`src/bldcc_defs.vh`:
```
`ifndef BLDCC_DEFS_VH
`define BLDCC_DEFS_VH
// ramp and demand width
`define BLDCC_RAMP_W        8
// default ramp top count; period is top+1 clocks (ramp counts 0 .. top)
`define BLDCC_RAMP_TOP      8'hFF
// speed pulse on-time in clocks
`define BLDCC_TACH_ON       16'h0010
`define BLDCC_TACH_W        16
// sensor spacing select values
`define BLDCC_SPACE_120     1'b0
`define BLDCC_SPACE_60      1'b1
// drive vector bit positions: {hi_c,hi_b,hi_a,lo_c,lo_b,lo_a}
`define BLDCC_LO_A          0
`define BLDCC_HI_A          3
`endif

```
`src/bldcc_ctrl.v`:
```
`include "bldcc_defs.vh"
`default_nettype none
// Notes on behaviour
// - hall codes decode to a commutation step driving one of three high and one of three low switches.
// - overcurrent sets a latch that blanks the drive until the next ramp cycle start.
// - chip undervoltage, gate-drive undervoltage or reference loss turn all drive off.
// - a reference-loss input is a lockout that blanks the drive while asserted.
// - an invalid hall code or overtemperature blanks the drive.
// - fault_n is low while any fault is present and high otherwise.
// - drive is enabled while the demand level exceeds the ramp value.
// - faults and overcurrent override the pwm result.
// - the ramp rises each cycle, returns to zero, and marks each new cycle.
// - a spacing input selects the 60 or 120 degree decode table; windings need no change.
// - a fixed on-time speed pulse follows every hall edge.
// - six sensor edges per turn give six pulses per turn, one per edge.
// - there is no braking state; zero duty leaves all six drive outputs off.
module bldcc_ctrl #(
  parameter RAMP_W   = `BLDCC_RAMP_W,
  parameter TACH_W   = `BLDCC_TACH_W,
  parameter [RAMP_W-1:0] RAMP_TOP = `BLDCC_RAMP_TOP
) (
  input  wire              sys_clk,
  input  wire              reset,
  input  wire [2:0]        hall_in,
  input  wire              spacing_60,
  input  wire              reverse,
  input  wire [RAMP_W-1:0] demand,
  input  wire [TACH_W-1:0] tach_on_time,
  input  wire              over_current,
  input  wire              uv_chip,
  input  wire              uv_gate,
  input  wire              ref_lost,
  input  wire              over_temp,
  output reg  [2:0]        drive_hi_r,
  output reg  [2:0]        drive_lo_r,
  output reg               fault_n_r,
  output reg               cycle_start_r,
  output wire              tach_pulse
);
  reg  [2:0]        hall_s1_r;
  reg  [2:0]        hall_s2_r;
  reg  [2:0]        hall_d_r;
  reg  [2:0]        fill_r;
  reg  [RAMP_W-1:0] ramp_r;
  reg  [RAMP_W-1:0] ramp_nxt;
  reg               oc_latch_r;
  reg               oc_nxt;
  reg  [2:0]        drive_hi_nxt;
  reg  [2:0]        drive_lo_nxt;
  reg               fault_n_nxt;
  wire              ramp_wrap;
  wire              hall_ok;
  wire [6:0]        step;
  wire              code_bad;
  wire              lockout;
  wire              fault_any;
  wire              pwm_on;
  wire              blank;
  wire [2:0]        sensor_edge;
  wire              hall_edge;
  genvar            g;

  // 60 degree set: inverting the middle sensor gives the 120 degree code
  function [2:0] bldcc_map60;
    input [2:0] h;
    input       s60;
    begin
      if (s60)
        bldcc_map60 = h ^ 3'b010;
      else
        bldcc_map60 = h;
    end
  endfunction

  // decode a hall code into {valid, hi[2:0], lo[2:0]}
  function [6:0] bldcc_decode;
    input [2:0] h;
    input       s60;
    input       rev;
    reg   [2:0] c;
    reg   [6:0] v;
    begin
      c = bldcc_map60(h, s60);
      case (c)
        3'b001:  v = {1'b1, 3'b001, 3'b010};
        3'b011:  v = {1'b1, 3'b001, 3'b100};
        3'b010:  v = {1'b1, 3'b010, 3'b100};
        3'b110:  v = {1'b1, 3'b010, 3'b001};
        3'b100:  v = {1'b1, 3'b100, 3'b001};
        3'b101:  v = {1'b1, 3'b100, 3'b010};
        default: v = 7'h00;
      endcase
      if (rev)
        v = {v[6], v[2:0], v[5:3]};
      bldcc_decode = v;
    end
  endfunction

  // two-stage sync of hall inputs
  always @(posedge sys_clk or posedge reset)
  begin
    if (reset)
    begin
      hall_s1_r <= 3'h0;
      hall_s2_r <= 3'h0;
      hall_d_r  <= 3'h0;
      fill_r    <= 3'h0;
    end
    else
    begin
      hall_s1_r <= hall_in;
      hall_s2_r <= hall_s1_r;
      hall_d_r  <= hall_s2_r;
      fill_r    <= {fill_r[1:0], 1'b1};
    end
  end
  // fill_r marks the stages that hold a real sample, so the reset
  // value of the chain is neither decoded nor taken for an edge
  assign hall_ok = fill_r[1];

  // sawtooth: rise to top then snap to zero
  assign ramp_wrap = (ramp_r == RAMP_TOP);
  // next ramp value
  always @*
  begin
    ramp_nxt = ramp_r + {{(RAMP_W-1){1'b0}}, 1'b1};
    if (ramp_wrap)
      ramp_nxt = {RAMP_W{1'b0}};
  end

  always @(posedge sys_clk or posedge reset)
  begin
    if (reset)
    begin
      ramp_r        <= {RAMP_W{1'b0}};
      cycle_start_r <= 1'b0;
    end
    else
    begin
      ramp_r        <= ramp_nxt;
      cycle_start_r <= ramp_wrap;
    end
  end

  // overcurrent latch, set wins over cycle-start clear
  always @*
  begin
    oc_nxt = oc_latch_r;
    if (ramp_wrap)
      oc_nxt = 1'b0;
    if (over_current)
      oc_nxt = 1'b1;
  end
  always @(posedge sys_clk or posedge reset)
  begin
    if (reset)
      oc_latch_r <= 1'b0;
    else
      oc_latch_r <= oc_nxt;
  end

  // 60/120 table choice and commutation step
  assign step     = bldcc_decode(hall_s2_r, spacing_60, reverse);
  assign code_bad = hall_ok & ~step[6];
  assign lockout  = uv_chip | uv_gate | ref_lost;
  // demand above ramp enables drive; more demand, more duty
  assign pwm_on   = (demand > ramp_r);
  assign fault_any = oc_nxt | lockout | code_bad | over_temp;
  // any fault wins over pwm; zero duty just coasts
  assign blank     = fault_any | ~hall_ok | ~pwm_on;

  // next drive: off on any fault, lockout or ramp at or above demand
  always @*
  begin
    drive_hi_nxt = 3'h0;
    drive_lo_nxt = 3'h0;
    fault_n_nxt  = ~fault_any;
    if (!blank)
    begin
      drive_hi_nxt = step[5:3];
      drive_lo_nxt = step[2:0];
    end
  end

  always @(posedge sys_clk or posedge reset)
  begin
    if (reset)
    begin
      drive_hi_r <= 3'h0;
      drive_lo_r <= 3'h0;
      fault_n_r  <= 1'b1;
    end
    else
    begin
      drive_hi_r <= drive_hi_nxt;
      drive_lo_r <= drive_lo_nxt;
      fault_n_r  <= fault_n_nxt;
    end
  end

  // one pulse per rising or falling edge of any sensor
  generate
    for (g = 0; g < 3; g = g + 1)
    begin : g_edge
      assign sensor_edge[g] = fill_r[2] & (hall_s2_r[g] ^ hall_d_r[g]);
    end
  endgenerate
  assign hall_edge = |sensor_edge;

  bldcc_tach #(
    .TACH_W (TACH_W)
  ) u_tach (
    .sys_clk (sys_clk),
    .reset   (reset),
    .edge_in (hall_edge),
    .on_time (tach_on_time),
    .pulse_r (tach_pulse)
  );
endmodule
`default_nettype wire

```
`src/bldcc_tach.v`:
```
`include "bldcc_defs.vh"
`default_nettype none
module bldcc_tach #(
  parameter TACH_W = `BLDCC_TACH_W
) (
  input  wire              sys_clk,
  input  wire              reset,
  input  wire              edge_in,
  input  wire [TACH_W-1:0] on_time,
  output reg               pulse_r
);
  reg [TACH_W-1:0] cnt_r;
  reg [TACH_W-1:0] cnt_nxt;

  always @*
  begin
    cnt_nxt = cnt_r;
    if (edge_in)
      cnt_nxt = on_time;
    else if (cnt_r != {TACH_W{1'b0}})
      cnt_nxt = cnt_r - {{(TACH_W-1){1'b0}}, 1'b1};
  end

  // fixed on-time pulse, retriggered by each edge
  always @(posedge sys_clk or posedge reset)
  begin
    if (reset)
    begin
      cnt_r   <= {TACH_W{1'b0}};
      pulse_r <= 1'b0;
    end
    else
    begin
      cnt_r   <= cnt_nxt;
      pulse_r <= (cnt_nxt != {TACH_W{1'b0}});
    end
  end
endmodule
`default_nettype wire
```
`config.mk`:
```
export PLATFORM = sky130hd
export DESIGN_NAME = bldcc_ctrl
export DESIGN_NICKNAME = d
export VERILOG_FILES = /design/src/bldcc_ctrl.v /design/src/bldcc_tach.v
export VERILOG_INCLUDE_DIRS = /design/src
export SDC_FILE = /design/constraint.sdc
export NUM_CORES = 1
export LEC_CHECK = 0
export BUFFER_PORTS_ARGS = -buffer_cell sky130_fd_sc_hd__buf_2
export CAP_MARGIN = 20
export CORE_MARGIN = 4
export CORE_UTILIZATION = 25
export DETAILED_ROUTE_END_ITERATION = 12
export GPL_ROUTABILITY_DRIVEN = 0
export GPL_TIMING_DRIVEN = 0
export PLACE_DENSITY = 0.46
export SYNTH_ARGS = -nofsm -noshare
export SYNTH_HDL_FRONTEND = slang
export SYNTH_SLANG_ARGS = --single-unit
```
`constraint.sdc`:
```
create_clock -name sys_clk -period 2.65 [get_ports sys_clk]
set_input_delay 0.265 -clock sys_clk [delete_from_list [all_inputs] [get_ports sys_clk]]
set_output_delay 0.265 -clock sys_clk [all_outputs]
set_load 0.01 [all_outputs]
```
==> results of run 1 <==
-- through the flow --
stage	worst slack, ns	instance area, um^2
finish	0.187	2980
global route	0.00405	2980
CTS	0.00750	2940
detailed placement	-0.107	2840
global placement	-0.130	2820
floorplan	0.409	2440
-- power by group through the flow --
| stage | combinational (uW) | clock, uW | sequential [uW] |
|---|---|---|---|
| after floorplan | 181 | 0 | 812 |
| after global placement | 251 | 0 | 829 |
| after detailed placement | 256 | 0 | 829 |
| after CTS | 260 | 459 | 817 |
| after global routing | 296 | 484 | 830 |
| final | 260 | 435 | 820 |
-- registers in the layout, indices dropped and copies added, names as in the netlist --
register,count
cycle_start_r,1
drive_hi_r,3
drive_lo_r,3
fault_n_r,1
fill_r,3
hall_d_r,3
hall_s1_r,3
hall_s2_r,3
oc_latch_r,1
ramp_r,8
u_tach.cnt_r,16
u_tach.pulse_r,1
-- final cells by class --
class                      instances  share of cell area
multi-input combinational        178               0.409
sequential                        46               0.387
tap                              129              0.0542
buffer                             9              0.0177
inverter                          13              0.0164
clock buffer                       5              0.0231
clock inverter                     3             0.00715
timing repair buffer              46              0.0849
-- worst max-delay path: stages, from the launching register on --
cell	delay, ns
dfrtp_1	0.41
inv_1	0.11
ha_1	0.21
nor4b_2	0.17
and4_1	0.19
buf_4	0.16
buf_6	0.15
o31ai_1	0.29
a31oi_2	0.15
nor4_2	0.32
nand4_1	0.15
-- repair_timing --
item                                    CTS  global route
endpoints found under the setup margin    1             7
gates resized for setup                   1             6
hold buffers                              1             0
cloned                                    0             0
hold endpoints to repair                 13             0
setup buffers                             0             1
-- how the worst min path moves through the flow --
stage	from	end
4_1_cts	hall_in[2]	hall_s1_r[2]
6_report	hall_in[2]	hall_s1_r[2]
3_5_place_dp	reset	hall_s2_r[2]
3_3_place_gp	hall_s1_r[1]	hall_s2_r[1]
2_1_floorplan	hall_in[0]	hall_s1_r[0]
5_1_grt	hall_in[2]	hall_s1_r[2]
-- metal layers --
| layer | track usage | up-vias |
|---|---|---|
| met5 | 0 | - |
| met4 | 0.0274 | 2 |
| met3 | 0.0307 | 6 |
| met2 | 0.165 | 47 |
| met1 | 0.142 | 918 |
| li1 | - | 988 |
-- synthesized netlist by cell type, types with 3 or more instances --
library cell	instances
a21o_1	4
a21oi_1	13
a31oi_1	5
buf_2	3
clkbuf_1	3
dfrtp_1	45
ha_1	11
inv_1	13
nand2_1	16
nand3_1	9
nand4_1	4
nor2_1	36
nor2b_1	3
nor3_1	3
nor4_1	4
o21ai_0	4
o31ai_1	4
or3_1	4
or4_1	10
xnor2_1	7
xor2_1	6
-- logic make-up after synthesis --
logic type               count (synthesis)  share of synthesized area
flip-flops                              46                      0.472
other                                    1                    0.00154
buffers and inverters                   22                     0.0400
multiplexers                             1                    0.00410
AND/OR/NAND/NOR                        102                      0.229
adder cells (fa/ha/maj)                 11                     0.0564
XOR/XNOR                                13                     0.0467
AO/OA/AOI/OAI                           50                      0.150
==> results.toml, run 1 <==
[run_status]
status = "finished clean"

[routing]
wl_per_cell_um = 13.6
met3_length_um = 332
drc = 0
detail-route-antenna-nets = 0
finalWirelength_mm = 5.82
wl_met1_mm = 2.73
wl_met2_mm = 2.69
vias = 1961
first_pass_iters = 4
drt_iter0_drc = 67
viasPerCell = 4.57
dr.max_layer_used = "met5"

[hold_path]
worstHoldPathType = "in2reg"
holdPathStages = 1

[die]
fp.dieW_um = 107
design.die.area_um2 = 11400
initial_core_util = 0.260
die_h_um = 107
pin_count = 45
rows = 35
core_um2 = 9370

[power_and_ir_drop]
seqPwrFrac = 0.541
powerDensity_nw_per_um2 = 509
p_sw_uw = 464
p_total_uw = 1510
switching_share = 0.306
p_leak_uw = 0.00126
p_int_uw = 1050
power_frac_clock = 0.287
combPwrFrac = 0.172
max-vdd-ir-drop_v = 0.000187

[worst_setup_path]
startpoint = "u_tach.cnt_r[0]"
worstSetupPathType = "reg2reg"
r2r-end = "u_tach.pulse_r"
crit_path_start_kind = "flop"
r2r_slack_ns = 0.19
r2r-start = "u_tach.cnt_r[0]"
worstRegToRegCells = 10
critPathArrivalTime_ns = 2.61
path_max_fanout = 10
endpoint = "u_tach.pulse_r"
required_ns = 2.79
crit_path_end_kind = "flop"

[timing]
tightest_slew_ns = 0.768
drv_slew = 0
whs_ns = 0.0743
finalSetupViolCount = 0
finalHoldViolCount = 0
fin_setup_tns_ns = 0
clock.fmax_mhz = 406
rsz0062_at_grt = "no"
fin_crit_sh = 0.929
slew_headroom = 0.480
fin_skew_ns = 0.0107
fin_crit_ns = 2.46

[yosys]
syn_avg_cell_area_um2 = 9.92
synthFlopType = "dfrtp_1"
synth_top_area_frac = 0.462
synth-edff-count = 0
ys_seq_elements = 46
syn_nets = 293
syn-cell-area_um2 = 2440
yosys_warnings = 0
yosysSeqAreaShare = 0.472
yosys.area.top_type = "dfrtp_1"
synth-async-reset-ratio = 1.00
syn_inst = 246
synth_area_leaders = "dfrtp_1, ha_1, nor2_1, or4_1, a21oi_1"
synth_cell_types = 55

[final_layout]
diodes = 0
final_core_util = 0.317
seqCellArea_um2 = 1150
num-nets-final = 346
drive_above_1_share = 0.257
nFillCells = 1030
final_cell_mix = "buf_2, dfrtp_1, nor2_1"
multi_input_area_um2 = 1220
syn_to_final_growth_pct = 21.9
final_cells = 429

[job]
cap_violations = 0

[placed_design]
dp_hpwl_mm = 4.43
dp_cells = 419
portBuffers = 43

[global_route]
grtUsageTotal = 0.105
grt_pass1_wl_mm = 9.65
first_global_vias = 2002
grt_max_degree = 33
antenna_found_initial = 1
grt-ovfl-total = 0

[clock_network]
root_buffer = "clkbuf_8"
clk_latency_ns = 0.30
cts.sinks = 46
clk_pin_slew_ns = 0.08
cts_max_level = 2
cts_buffers = 5
clock_path_buffers = 2
tritoncts = "built"
Power figures use the tool's default switching activity.
==> run 2: changes to the inputs <==
Settings changed: CORE_UTILIZATION 25 to 50, PLACE_DENSITY 0.46 to 0.77.
==> run 2 against run 1 <==
Net effect: clock skew decreased by 0.0065 ns; sequential share of layout area rose by 0.76 points; critical endpoint unchanged; combinational power barely moved; clock power grew 6.0%; die area decreased by 47%; wire length shrank 11%; largest cell class unchanged; critical path depth unchanged; critical path type unchanged; highest routed layer is now met4.
==> results.toml, run 2 (synthesis gave the netlist of run 1 again) <==
[hold_path]
hold_end = "hall_s1_r[1]"
worstHoldPathType = "in2reg"
holdPathStages = 1
hp-start = "hall_in[1]"

[timing]
clock.fmax_mhz = 400
rsz0062_at_grt = "no"
finalSetupViolCount = 0
finalHoldViolCount = 0
drv_slew = 0
fin_crit_ns = 2.50
slew_headroom = 0.390
fin_setup_tns_ns = 0
fin_skew_ns = 0.00416
fin_crit_sh = 0.943
tightest_slew_ns = 0.900

[worst_setup_path]
crit_path_end_kind = "flop"
path_max_fanout = 10
r2r_slack_ns = 0.15
critPathArrivalTime_ns = 2.67
crit_path_start_kind = "flop"
r2r-start = "u_tach.cnt_r[0]"
worstRegToRegCells = 10
r2r-end = "u_tach.pulse_r"
required_ns = 2.82
worstSetupPathType = "reg2reg"

[final_layout]
num-nets-final = 348
nFillCells = 396
largest_reg_flops = 16
largest_register = "u_tach.cnt_r"
final_common_cell = "buf_2"
diodes = 0
drive_above_1_share = 0.255
top_regs = "u_tach.cnt_r x16, ramp_r x8"
final_cells = 369
final_cell_mix = "buf_2, dfrtp_1, nor2_1"
syn_to_final_growth_pct = 19.6
final_area_um2 = 2920

[clock_network]
cts_buffers = 5
clk_latency_ns = 0.31
clk_pin_slew_ns = 0.09
root_buffer = "clkbuf_8"
clock_path_buffers = 2
tritoncts = "built"
cts.sinks = 46
cts_max_level = 2

[routing]
vias = 2005
drc = 0
drt_iter0_drc = 149
detail-route-antenna-nets = 0
finalWirelength_mm = 5.16
viasPerCell = 5.43
wl_per_cell_um = 14.0
first_pass_iters = 4

[die]
initial_core_util = 0.517
rows = 25
design.die.area_um2 = 6060
fp.dieW_um = 77.9
pin_count = 45
die_h_um = 77.9
core_um2 = 4720

[power_and_ir_drop]
p_total_uw = 1540
powerDensity_nw_per_um2 = 527
max-vdd-ir-drop_v = 0.000302
p_leak_uw = 0.00128

[global_route]
grt_pass1_wl_mm = 8.80
grt-ovfl-total = 0
gr-max-usage-layer = "met2"
antenna_found_initial = 0
grtUsageTotal = 0.183
first_global_vias = 1986
grt_max_degree = 34
grtUsageMet2 = 0.312
grtUsageMet3 = 0.0476
grtUsageMet1 = 0.213

[placed_design]
place_area_um2 = 2760
dp_cells = 357
dp_hpwl_mm = 3.90
portBuffers = 43

[job]
cap_violations = 0

[run_status]
status = "finished clean"
-- run 2: cell types whose count changed in the layout (fill, tap and decap cells not counted), sizes merged --
cell / delta
inv: +3
clkinvlp: -1
clkinv: -2
clkbuf: -1
buf: +3
-- run 2: what timing repair did --
action	4_1_cts	5_1_grt
resized for setup	1	4
hold buffers	1	0
endpoints found under the hold margin	13	0
pin swaps	0	2
setup endpoints to repair	1	2
setup buffers	0	3
-- run 2: area by class of cell --
class | instances | area (um^2) | share of cell area
multi-input cells | 178 | 1220 | 0.418
flip-flops and latches | 46 | 1150 | 0.395
repair buffers | 48 | 268 | 0.0918
well taps | 67 | 83.8 | 0.0287
clock buffers | 5 | 68.8 | 0.0236
plain buffers | 9 | 50.0 | 0.0172
inverters | 13 | 48.8 | 0.0167
clock inverters | 3 | 26.3 | 0.00901
-- run 2: through the flow --
stage / setup slack (ns) / utilization / hold slack (ns)
final: 0.151 / 0.618 / 0.0592
after floorplan: 0.409 / - / 0.296
after global placement: -0.00587 / 0.580 / 0.332
after global routing: 0.00696 / 0.618 / 0.0394
after detailed placement: -0.0293 / 0.584 / 0.243
after CTS: 0.114 / 0.608 / 0.0479
-- run 2: power by group --
| group | leakage (uW) | total [uW] | internal [uW] | switching [uW] |
|---|---|---|---|---|
| clock network | 0.0000495 | 461 | 196 | 265 |
| logic | 0.000682 | 257 | 115 | 142 |
| registers | 0.000544 | 820 | 750 | 70.2 |
| total | 0.00128 | 1540 | 1060 | 476 |
-- run 2: how the worst max path moves through the flow --
stage               startpoint              to  slack [ns]  depth (start not counted)
2_1_floorplan  u_tach.cnt_r[0]  u_tach.pulse_r        0.41                         10
3_3_place_gp   u_tach.cnt_r[0]  u_tach.pulse_r      -0.006                          8
3_5_place_dp   u_tach.cnt_r[0]  u_tach.pulse_r       -0.03                          8
4_1_cts        u_tach.cnt_r[4]  u_tach.pulse_r        0.11                          6
5_1_grt        u_tach.cnt_r[0]  u_tach.pulse_r       0.007                         10
6_report       u_tach.cnt_r[0]  u_tach.pulse_r        0.15                         10
-- run 2: metal layers --
metal,vias up,wire [um],part of all wire
li1,994,-,-
met1,941,2130,0.41
met2,58,2600,0.50
met3,12,282,0.055
met4,0,148,0.029
met5,-,0,0
-- run 2: worst max-delay path: stages (launching register included) --
cell      delay [ns]
dfrtp_1         0.44
inv_1           0.13
ha_1            0.22
nor4b_2         0.17
and4_1          0.19
buf_4           0.16
buf_6           0.15
o31ai_1         0.30
nand4b_1        0.15
a221oi_2        0.31
nand4_1         0.13
